## config.mk

```make
export PLATFORM = sky130hd
export DESIGN_NAME = dup_pin_ctrl
export DESIGN_NICKNAME = d
export VERILOG_FILES = /design/src/verilog/dup_pkg.sv /design/src/verilog/dup_pin_ctrl.sv /design/src/verilog/dup_sync.sv
export SDC_FILE = /design/constraint.sdc
export NUM_CORES = 1
export LEC_CHECK = 0
export BUFFER_PORTS_ARGS = -buffer_cell sky130_fd_sc_hd__buf_4
export CAP_MARGIN = 10
export CORE_UTILIZATION = 35
export CTS_BUF_LIST = sky130_fd_sc_hd__clkbuf_8
export CTS_CLUSTER_SIZE = 20
export DETAILED_ROUTE_END_ITERATION = 8
export PLACE_DENSITY_LB_ADDON = 0.08
export SKIP_LAST_GASP = 1
export SLEW_MARGIN = 20
export SYNTH_ARGS = -nofsm -noshare
export SYNTH_HDL_FRONTEND = slang
export SYNTH_SLANG_ARGS = --single-unit
```

## constraint.sdc

```tcl
create_clock -name core_clk_in -period 1.81 [get_ports core_clk_in]
set_input_delay 0.362 -clock core_clk_in [delete_from_list [all_inputs] [get_ports core_clk_in]]
set_output_delay 0.362 -clock core_clk_in [all_outputs]
set_load 0.005 [all_outputs]
```

## src/verilog/dup_pkg.sv

```systemverilog
// Shared constants and carrier types for the dual UART pin-level block
package dup_pkg;

  localparam int unsigned NUM_CH       = 2;
  localparam int unsigned SYNC_STAGES  = 2;
  localparam int unsigned CH_A         = 0;
  localparam int unsigned CH_B         = 1;

  // Register offsets on the three address inputs
  localparam logic [2:0] ADDR_HOLD     = 3'h0;
  localparam logic [2:0] ADDR_IER      = 3'h1;
  localparam logic [2:0] ADDR_FCR_AFR  = 3'h2;
  localparam logic [2:0] ADDR_LCR      = 3'h3;
  localparam logic [2:0] ADDR_MCR      = 3'h4;
  localparam logic [2:0] ADDR_LSR      = 3'h5;
  localparam logic [2:0] ADDR_MSR      = 3'h6;
  localparam logic [2:0] ADDR_SPR      = 3'h7;

  // Field positions
  localparam int unsigned MCR_DTR      = 0;
  localparam int unsigned MCR_RTS      = 1;
  localparam int unsigned MCR_IRQ_EN   = 3;
  localparam int unsigned MCR_LOOP     = 4;
  localparam int unsigned LCR_DLAB     = 7;
  localparam int unsigned AFR_CONC     = 0;
  localparam int unsigned AFR_SEL_LO   = 1;
  localparam int unsigned FCR_FIFO_EN  = 0;
  localparam int unsigned FCR_DMA_MODE = 3;
  localparam int unsigned IER_RX_DATA  = 0;
  localparam int unsigned IER_THR_EMP  = 1;
  localparam int unsigned IER_LINE     = 2;
  localparam int unsigned IER_MODEM    = 3;
  localparam int unsigned MSR_DCTS     = 0;
  localparam int unsigned MSR_DDSR     = 1;
  localparam int unsigned MSR_TERI     = 2;
  localparam int unsigned MSR_DDCD     = 3;
  localparam int unsigned MSR_CTS      = 4;
  localparam int unsigned MSR_DSR      = 5;
  localparam int unsigned MSR_RI       = 6;
  localparam int unsigned MSR_CD       = 7;

  // Values after reset
  localparam logic [7:0] REG_RST       = 8'h00;
  localparam logic [3:0] DELTA_RST     = 4'h0;
  localparam logic [3:0] MODEM_N_RST   = 4'hF;

  typedef enum logic [1:0] {
    MF_IRQ_IND = 2'h0,
    MF_BAUD    = 2'h1,
    MF_RX_RDY  = 2'h2,
    MF_SPARE   = 2'h3
  } dup_mf_sel_e;

  // Host parallel-bus pins
  typedef struct packed {
    logic       cs_n;
    logic       channel_select;
    logic [2:0] addr;
    logic [7:0] data;
    logic       write_strobe_n;
    logic       read_strobe_n;
  } dup_host_s;

  // Active-low modem status pins of one channel
  typedef struct packed {
    logic cd_n;
    logic ri_n;
    logic dsr_n;
    logic cts_n;
  } dup_modem_s;

  // Status from the channel's FIFOs, transmitter and baud generator
  typedef struct packed {
    logic rx_empty;
    logic rx_trig_hit;
    logic tx_full;
    logic tx_serial;
    logic tx_enable;
    logic line_err;
    logic thr_empty;
    logic rx_data_irq;
    logic baud_x16;
  } dup_chan_stat_s;

endpackage

```

## src/verilog/dup_pin_ctrl.sv

```systemverilog
// Pin-level control of both channels of the dual UART
// Notes on behaviour
// - Write strobe fall loads addressed register
// - Alternate function bits 1-2 pick pin function
// - Indicator high when interrupt pin disabled
// - MF pin high after reset
// - Baud mode shows 16x baud clock
// - Receive-ready low when characters available, in DMA mode 1 only once trigger hit
// - Receive-ready high when empty, or below trigger in DMA mode 1
// - Reset clears registers, sets serial paths, MF, transmit-ready, DTR and RTS outputs high
// - Transmit-ready low while space remains
// - Ready outputs serve DMA modes 0, 1
// - CTS state readable in status bit 4
// - Modem control bit 0 drives DTR low
// - Modem control bit 1 drives RTS low
// - RI rising edge raises modem interrupt
// - TX pin idles high
// - Loop-back routes TX into receiver
// - CD, DSR, CTS inputs active low
// - Chip select and channel select pick channel
// - Interrupt needs control bit 3, enable, condition
// - Read strobe fall drives addressed register
`timescale 1ns/100ps
module dup_pin_ctrl
  import dup_pkg::*;
(
  input  wire logic                        core_clk_in,
  input  wire logic                        rst_b_in,
  input  wire dup_host_s                   host_in,
  output logic      [7:0]                  data_out,
  output logic                             data_oe_n_out,
  output logic      [7:0]                  wr_data_out,
  output logic      [NUM_CH-1:0]           thr_load_out,
  output logic      [NUM_CH-1:0]           rhr_unload_out,
  input  wire dup_modem_s [NUM_CH-1:0]     modem_n_in,
  input  wire logic [NUM_CH-1:0]           rx_pin_in,
  input  wire dup_chan_stat_s [NUM_CH-1:0] chan_stat_in,
  output logic      [NUM_CH-1:0]           tx_pin_out,
  output logic      [NUM_CH-1:0]           rx_to_receiver_out,
  output logic      [NUM_CH-1:0]           dtr_n_out,
  output logic      [NUM_CH-1:0]           rts_n_out,
  output logic                             multi_function_out_a_out,
  output logic                             multi_function_out_b_out,
  output logic                             transmit_ready_n_a_out,
  output logic                             transmit_ready_n_b_out,
  output logic                             irq_out_a_out,
  output logic                             irq_out_b_out,
  output logic                             irq_oe_n_a_out,
  output logic                             irq_oe_n_b_out
);

  localparam int unsigned HOST_W  = $bits(dup_host_s);
  localparam int unsigned MODEM_W = NUM_CH * $bits(dup_modem_s);
  localparam logic [HOST_W-1:0] HOST_IDLE = {1'b1, 1'b0, 3'h0, 8'h00,
                                             1'b1, 1'b1};

  // Pin synchronisers
  dup_host_s                 host_s;
  dup_modem_s [NUM_CH-1:0]   modem_s;
  logic       [NUM_CH-1:0]   rx_pin_s;

  dup_sync #(.WIDTH(HOST_W), .RST_VAL(HOST_IDLE)) u_sync_host (
    .core_clk_in (core_clk_in),
    .rst_b_in    (rst_b_in),
    .d_in        (host_in),
    .q_out       (host_s)
  );

  dup_sync #(.WIDTH(MODEM_W), .RST_VAL({NUM_CH{MODEM_N_RST}})) u_sync_modem (
    .core_clk_in (core_clk_in),
    .rst_b_in    (rst_b_in),
    .d_in        (modem_n_in),
    .q_out       (modem_s)
  );

  dup_sync #(.WIDTH(NUM_CH), .RST_VAL({NUM_CH{1'b1}})) u_sync_rx (
    .core_clk_in (core_clk_in),
    .rst_b_in    (rst_b_in),
    .d_in        (rx_pin_in),
    .q_out       (rx_pin_s)
  );

  // Strobe edge detection
  logic wr_n_prev_q;
  logic rd_n_prev_q;

  always_ff @(posedge core_clk_in or negedge rst_b_in) begin
    if (!rst_b_in) begin
      wr_n_prev_q <= 1'b1;
      rd_n_prev_q <= 1'b1;
    end else begin
      wr_n_prev_q <= host_s.write_strobe_n;
      rd_n_prev_q <= host_s.read_strobe_n;
    end
  end

  wire logic wr_fall = wr_n_prev_q & ~host_s.write_strobe_n;
  wire logic rd_fall = rd_n_prev_q & ~host_s.read_strobe_n;
  wire logic cs_act  = ~host_s.cs_n;

  // Per-channel views gathered for shared logic
  logic [NUM_CH-1:0]       conc_wr;
  logic [NUM_CH-1:0]       ch_hit;
  logic [NUM_CH-1:0][7:0]  rd_val;
  logic [NUM_CH-1:0]       mf_pin;
  logic [NUM_CH-1:0]       txrdy_n;
  logic [NUM_CH-1:0]       irq_pin;
  logic [NUM_CH-1:0]       irq_oe_n;

  wire logic conc_any = |conc_wr;

  genvar ch;
  generate
    for (ch = 0; ch < NUM_CH; ch++) begin : g_ch
      logic [7:0] ier_q;
      logic [7:0] fcr_q;
      logic [7:0] lcr_q;
      logic [7:0] mcr_q;
      logic [7:0] spr_q;
      logic [7:0] afr_q;
      logic [3:0] delta_q;
      logic [3:0] delta_d;
      dup_modem_s modem_prev_q;
      logic       mf_q;
      logic       txrdy_n_q;
      logic       irq_q;
      logic       tx_q;
      logic       rxi_q;
      logic       dtr_n_q;
      logic       rts_n_q;

      assign ch_hit[ch] = cs_act & (host_s.channel_select == (ch == CH_A));
      assign conc_wr[ch] = afr_q[AFR_CONC];

      wire logic dlab   = lcr_q[LCR_DLAB];
      wire logic addr_w = ch_hit[ch] | (cs_act & conc_any);
      wire logic wr_ch  = wr_fall & addr_w;
      wire logic rd_ch  = rd_fall & ch_hit[ch];
      wire logic [2:0] a = host_s.addr;
      wire logic wr_ier = wr_ch & ~dlab & (a == ADDR_IER);
      wire logic wr_fcr = wr_ch & ~dlab & (a == ADDR_FCR_AFR);
      wire logic wr_afr = wr_ch &  dlab & (a == ADDR_FCR_AFR);
      wire logic wr_lcr = wr_ch & (a == ADDR_LCR);
      wire logic wr_mcr = wr_ch & ~dlab & (a == ADDR_MCR);
      wire logic wr_spr = wr_ch & ~dlab & (a == ADDR_SPR);
      wire logic rd_msr = rd_ch & ~dlab & (a == ADDR_MSR);

      assign thr_load_out[ch]   = wr_ch & ~dlab & (a == ADDR_HOLD);
      assign rhr_unload_out[ch] = rd_ch & ~dlab & (a == ADDR_HOLD);

      always_ff @(posedge core_clk_in or negedge rst_b_in) begin
        if (!rst_b_in) begin
          ier_q <= REG_RST;
          fcr_q <= REG_RST;
          lcr_q <= REG_RST;
          mcr_q <= REG_RST;
          spr_q <= REG_RST;
          afr_q <= REG_RST;
        end else begin
          if (wr_ier) ier_q <= host_s.data;
          if (wr_fcr) fcr_q <= host_s.data;
          if (wr_afr) afr_q <= host_s.data;
          if (wr_lcr) lcr_q <= host_s.data;
          if (wr_mcr) mcr_q <= host_s.data;
          if (wr_spr) spr_q <= host_s.data;
        end
      end

      // active-low modem inputs turned into asserted levels
      wire dup_modem_s mdm = modem_s[ch];
      wire logic [3:0] msr_hi = {~mdm.cd_n, ~mdm.ri_n, ~mdm.dsr_n,
                                 ~mdm.cts_n};
      // ring trailing edge and other deltas
      wire logic [3:0] delta_set = {
        mdm.cd_n  ^ modem_prev_q.cd_n,
        mdm.ri_n  & ~modem_prev_q.ri_n,
        mdm.dsr_n ^ modem_prev_q.dsr_n,
        mdm.cts_n ^ modem_prev_q.cts_n};
      // Set wins over the clear on status read
      assign delta_d = (delta_q & {4{~rd_msr}}) | delta_set;

      always_ff @(posedge core_clk_in or negedge rst_b_in) begin
        if (!rst_b_in) begin
          delta_q      <= DELTA_RST;
          modem_prev_q <= MODEM_N_RST;
        end else begin
          delta_q      <= delta_d;
          modem_prev_q <= mdm;
        end
      end

      // read value; cts lands in bit 4
      wire logic [7:0] msr_val = {msr_hi, delta_q};
      assign rd_val[ch] = (dlab && a == ADDR_FCR_AFR) ? afr_q :
                          (!dlab && a == ADDR_MSR)    ? msr_val :
                          (!dlab && a == ADDR_MCR)    ? mcr_q :
                          (!dlab && a == ADDR_SPR)    ? spr_q :
                          (a == ADDR_LCR)             ? lcr_q : REG_RST;

      wire logic [3:0] irq_src = {|delta_q, chan_stat_in[ch].line_err,
                                  chan_stat_in[ch].thr_empty,
                                  chan_stat_in[ch].rx_data_irq};
      wire logic [3:0] irq_en  = {ier_q[IER_MODEM], ier_q[IER_LINE],
                                  ier_q[IER_THR_EMP], ier_q[IER_RX_DATA]};
      wire logic irq_d = |(irq_src & irq_en);
      assign irq_oe_n[ch] = ~mcr_q[MCR_IRQ_EN];

      // receive-ready waits for trigger in DMA mode 1
      wire logic dma1   = fcr_q[FCR_FIFO_EN] & fcr_q[FCR_DMA_MODE];
      wire logic rx_rdy = ~chan_stat_in[ch].rx_empty &
                          (~dma1 | chan_stat_in[ch].rx_trig_hit);

      dup_mf_sel_e mf_sel;
      assign mf_sel = dup_mf_sel_e'(afr_q[AFR_SEL_LO +: 2]);
      logic mf_d;
      always_comb begin
        case (mf_sel)
          MF_BAUD:   mf_d = chan_stat_in[ch].baud_x16;
          MF_RX_RDY: mf_d = ~rx_rdy;
          MF_IRQ_IND: mf_d = ~mcr_q[MCR_IRQ_EN];
          default:    mf_d = ~mcr_q[MCR_IRQ_EN];
        endcase
      end

      wire logic loop   = mcr_q[MCR_LOOP];
      wire logic tx_bit = chan_stat_in[ch].tx_enable ?
                          chan_stat_in[ch].tx_serial : 1'b1;

      always_ff @(posedge core_clk_in or negedge rst_b_in) begin
        if (!rst_b_in) begin
          mf_q      <= 1'b1;
          txrdy_n_q <= 1'b1;
          irq_q     <= 1'b0;
          tx_q      <= 1'b1;
          rxi_q     <= 1'b1;
          dtr_n_q   <= 1'b1;
          rts_n_q   <= 1'b1;
        end else begin
          mf_q      <= mf_d;
          txrdy_n_q <= chan_stat_in[ch].tx_full;
          irq_q     <= irq_d;
          // idle high, held high in loop-back
          tx_q      <= loop ? 1'b1 : tx_bit;
          rxi_q     <= loop ? tx_bit : rx_pin_s[ch];
          dtr_n_q   <= ~mcr_q[MCR_DTR];
          rts_n_q   <= ~mcr_q[MCR_RTS];
        end
      end

      assign mf_pin[ch]             = mf_q;
      assign txrdy_n[ch]            = txrdy_n_q;
      assign irq_pin[ch]            = irq_q & mcr_q[MCR_IRQ_EN];
      assign tx_pin_out[ch]         = tx_q;
      assign rx_to_receiver_out[ch] = rxi_q;
      assign dtr_n_out[ch]          = dtr_n_q;
      assign rts_n_out[ch]          = rts_n_q;
    end
  endgenerate

  // read data captured on strobe fall
  logic [7:0] data_q;
  logic [7:0] wr_data_q;
  wire logic [7:0] rd_sel = ch_hit[CH_A] ? rd_val[CH_A] : rd_val[CH_B];

  always_ff @(posedge core_clk_in or negedge rst_b_in) begin
    if (!rst_b_in) begin
      data_q    <= REG_RST;
      wr_data_q <= REG_RST;
    end else begin
      if (rd_fall && cs_act) data_q <= rd_sel;
      if (wr_fall && cs_act) wr_data_q <= host_s.data;
    end
  end

  // bus driven while selected and read strobe low, from the cycle after its fall
  assign data_out      = data_q;
  assign data_oe_n_out = ~(cs_act & ~host_s.read_strobe_n & ~rd_fall);
  assign wr_data_out   = wr_data_q;

  assign multi_function_out_a_out = mf_pin[CH_A];
  assign multi_function_out_b_out = mf_pin[CH_B];
  assign transmit_ready_n_a_out   = txrdy_n[CH_A];
  assign transmit_ready_n_b_out   = txrdy_n[CH_B];
  assign irq_out_a_out            = irq_pin[CH_A];
  assign irq_out_b_out            = irq_pin[CH_B];
  assign irq_oe_n_a_out           = irq_oe_n[CH_A];
  assign irq_oe_n_b_out           = irq_oe_n[CH_B];

endmodule // dup_pin_ctrl

```

## src/verilog/dup_sync.sv

```systemverilog
// Two-stage synchroniser for a bus of independent pin levels
`timescale 1ns/100ps
module dup_sync #(
  parameter int unsigned        WIDTH   = 1,
  parameter logic [WIDTH-1:0]   RST_VAL = '0
) (
  input  wire logic             core_clk_in,
  input  wire logic             rst_b_in,
  input  wire logic [WIDTH-1:0] d_in,
  output logic      [WIDTH-1:0] q_out
);

  logic [WIDTH-1:0] meta_q;

  always_ff @(posedge core_clk_in or negedge rst_b_in) begin
    if (!rst_b_in) begin
      meta_q <= RST_VAL;
      q_out  <= RST_VAL;
    end else begin
      meta_q <= d_in;
      q_out  <= meta_q;
    end
  end

endmodule // dup_sync
```

==> flow_summary.yaml <==
global_routing:
  grt.total_usage_pct: 19.0
  antenna_found_initial: 0
  grt_pass1_vias: 4977
  grt_pass1_wl_mm: 28.3
  grt_start_max_net_pins: 42
  gr-total-overflow: 0
timing:
  finalMaxSlewViolations: 0
  achievable-frequency_ghz: 0.438
  worstMarginPinSlew_ns: 0.770
  post_route_setup_slack_ns: -0.476
  fin_worst_skew_ns: 0.0172
  final_hold_viol_count: 0
  final_setup_violating_endpoints: 70
  min_period_over_period_pct: 126
  unrepaired_setup_endpoints_after_global_routing: "yes"
  timing.slew.headroom_pct: 48.7
  fin_crit_ns: 2.29
  tns_ns: -7.97
status:
  outcome: "complete, but fails checks"
  violations: "negative setup slack"
hold_path:
  hold_depth: 2
  worst_hold_check_path_type: "in2reg"
  whs_endpoint: "g_ch[0].rxi_q"
  worst_hold_startpoint: "chan_stat_in[4]"
critical_path:
  critical_path.slowest_cell: "dfstp_2"
  cells_traversed_along_the_worst_timing_path: "nor3b_4 -> buf_6 -> o31ai_4 -> buf_12 -> nor4_4 -> buf_4 -> buf_6"
  setup.reg_to_reg.worst_slack_ns: -0.21
  timing.rr.start: "wr_n_prev_q"
  path_buf_inv: 4
  worstSetupEndpointType: "output port"
  r2r_cells: 7
  worst_ep_required_time_ns: 1.45
  crit_top_cell: "buf_6"
  critPathMaxFanout: 2
  path_class: "reg2out"
  arrival_ns: 1.92
  path_delay_family: "flip-flops"
  timing.critical_path.slowest_cell_delay_ns: 0.53
  rr_endpoint: "g_ch[0].afr_q[7]"
  cp-start-kind: "register"
yosys:
  dominant_combinational_cell_family_by_area_after_synthesis: "multiplexers"
  synthesis.area_per_instance_um2: 13.1
  synthCells: 532
  netlist_top_cells_area: "dfrtp_1 (45%), dfstp_2 (18%), mux2_2 (9.0%), nand2_1 (2.4%), o21ai_0 (2.2%)"
  xor_xnor_cell_area_share_of_the_yosys_netlist_pct: 0.879
  synth-seq-area-share_pct: 63.3
  synth_largest_type_area_fraction_pct: 45.2
  synth-seq-cells: 174
  synth.area.mux_share_pct: 12.2
  post_synth_cell_types: 57
  post_synth_instance_area_mm2: 0.00697
  synth_nets: 581
  synth_edf_count: 0
  synth_fa_ha_area_share_pct: 0.718
  async_reset_ff_share_pct: 100
  synth.yosys.warnings: 0
  synth_simple_gate_area_share_pct: 7.88
  synth_largest_area_cell: "dfrtp_1"
  synth_compound_gate_area_share_pct: 11.0
  ys.flop_type: "dfrtp_1"
placement:
  pre_cts_setup_slack_ns: -0.290
  io_buffer_count: 81
  finalWeightedCongestion: 0.798
  detailed_place_hpwl_mm: 12.4
finish:
  syn_to_final_growth_pct: 37.2
  mostFrequentLayoutCell: "buf_4"
  final_net_count: 752
  antennaDiodeCount: 0
  most_used_cells_in_the_layout_excluding_fill_and_tap_cells: "buf_4 (128), dfrtp_1 (124), mux2_4 (48), dfstp_2 (48), nand2_1 (35)"
  drive_above_1_share_pct: 49.7
pwr:
  leakagePower_nw: 4.29
  peakVddDrop_uv: 542
  power-per-cell-area_mw_per_mm2: 876
  power_mw: 8.38
detailed_routing:
  routed-via-count: 4730
  antenna_violating_nets_post_route: 0
  detail_route.drc_violations: 0
  vias_per_cell: 4.82
  dr.first_iter.drc_count: 202
  wl_per_cell_um: 18.5
  pre_repair_dr_iteration_count: 4
  postRouteWirelength_mm: 18.1
floorplan:
  floorplan.die_area_mm2: 0.0205
  die_height_um: 143
  die-width_um: 143
  core_outline_area_mm2: 0.0195
  floorplan.rows: 51
  ios: 82
  initial_utilization_pct: 35.7
cts:
  cts.path.max_buffers: 2
  cts_num_sinks: 174
  cts_inserted_buffers: 17
  ctsHtreeMaxLevel: 4
  clk_transition_reported_paths_ns: 0.10
  tritoncts: "built"
  clock_insertion_delay_worst_skew_ns: 0.47
  clockRootBuffer: "clkbuf_8"
run:
  timing.max_cap.violations: 0
-- where the power goes --
part	leakage [nW]	internal [mW]	total, mW	switching (mW)
Clock	0.190	1.03	2.63	1.60
Sequential	2.10	4.28	4.55	0.265
Combinational	2.00	0.691	1.20	0.510
-- Yosys cell counts (2+ instances only) --
library cell,count
dfrtp_1,126
mux2_2,56
dfstp_2,48
nand2_1,45
o21ai_0,30
inv_1,20
a21oi_1,19
nor2b_1,14
buf_2,12
clkbuf_1,12
buf_4,10
nor2_1,10
a22oi_1,9
a221oi_1,8
mux2_1,8
mux2_4,8
o22ai_1,8
nor3_1,7
a32oi_1,6
xnor2_1,6
nand2b_1,5
a211oi_1,4
a221o_1,4
ha_1,4
nand3_1,4
a31oi_1,3
nor4_1,3
o211ai_1,3
a21o_1,2
a222oi_1,2
and2_1,2
buf_1,2
nand3b_1,2
nor3_4,2
o21bai_1,2
o221ai_1,2
o31ai_4,2
o41ai_1,2
or3_1,2
-- stage by stage --
stage	instances	util (%)	instance area (um2)	hold slack, ns
final	981	49.0	9560	0.0541
after global routing	981	49.0	9560	0.0186
after CTS	978	48.4	9440	0.0226
after detailed placement	911	42.8	8350	0.318
after global placement	911	42.8	8350	0.317
after floorplan	532	-	6990	0.0664
-- how the worst max path moves through the flow --
stage / from / to / slack (ns) / depth (start not counted)
after detailed placement: rd_n_prev_q / rhr_unload_out[0] / -0.29 / 5
after global routing: rd_n_prev_q / rhr_unload_out[0] / -0.57 / 5
after global placement: rd_n_prev_q / rhr_unload_out[0] / -0.32 / 5
after floorplan: wr_n_prev_q / g_ch[0].afr_q[0] / -0.04 / 6
final: wr_n_prev_q / thr_load_out[0] / -0.48 / 7
after CTS: rd_n_prev_q / rhr_unload_out[1] / -0.53 / 4
-- final cells by class --
| class | instances | area [um2] |
|---|---|---|
| fill | 1809 | 9960 |
| sequential | 174 | 4420 |
| multi-input combinational | 300 | 2670 |
| timing repair buffer | 189 | 1690 |
| tap | 265 | 332 |
| clock buffer | 17 | 234 |
| clock inverter | 15 | 150 |
| inverter | 21 | 78.8 |
-- metal layers --
metal / track usage (%) / routed length, um / vias up
met2: 29.3 / 8520 / 84
met3: 3.86 / 595 / 15
met5: 0 / 0 / -
met4: 6.28 / 305 / 0
li1: - / - / 2228
met1: 26.6 / 8690 / 2403
-- state kept, by name (all words and copies together) (netlist names), 4 cells and up --
name,cells
wr_data_out,8
g_ch.afr_q,16
g_ch.delta_q,8
u_sync_host.meta_q,15
u_sync_modem.meta_q,8
g_ch.ier_q,8
g_ch.modem_prev_q,8
g_ch.mcr_q,16
g_ch.fcr_q,4
u_sync_modem.q_out,8
data_out,8
u_sync_host.q_out,15
g_ch.lcr_q,16
g_ch.spr_q,16
-- logic make-up (layout without fill, tap and decap cells) --
| family | after synthesis | after routing |
|---|---|---|
| XOR/XNOR | 7 | 7 |
| buffers and inverters | 58 | 242 |
| AO/OA/AOI/OAI | 111 | 111 |
| multiplexers | 73 | 73 |
| AND/OR/NAND/NOR | 105 | 105 |
| flip-flops | 174 | 174 |
| adder cells (fa/ha/maj) | 4 | 4 |
-- worst reg2reg max path: stages (launching register included) --
cell,delay (ns)
dfstp_2,0.53
nor3b_4,0.20
buf_6,0.14
o31ai_4,0.08
buf_4,0.15
or3_1,0.35
buf_6,0.16
mux2_4,0.30
-- what timing repair did --
| item | in CTS | in global routing |
|---|---|---|
| setup endpoints to repair | 82 | 93 |
| resized for setup | 90 | 39 |
| hold endpoints to repair | 50 | 0 |
| hold buffers | 28 | 0 |
| pin swaps | 7 | 7 |
| buffers inserted | 9 | 5 |
Power figures use the tool's default switching activity.
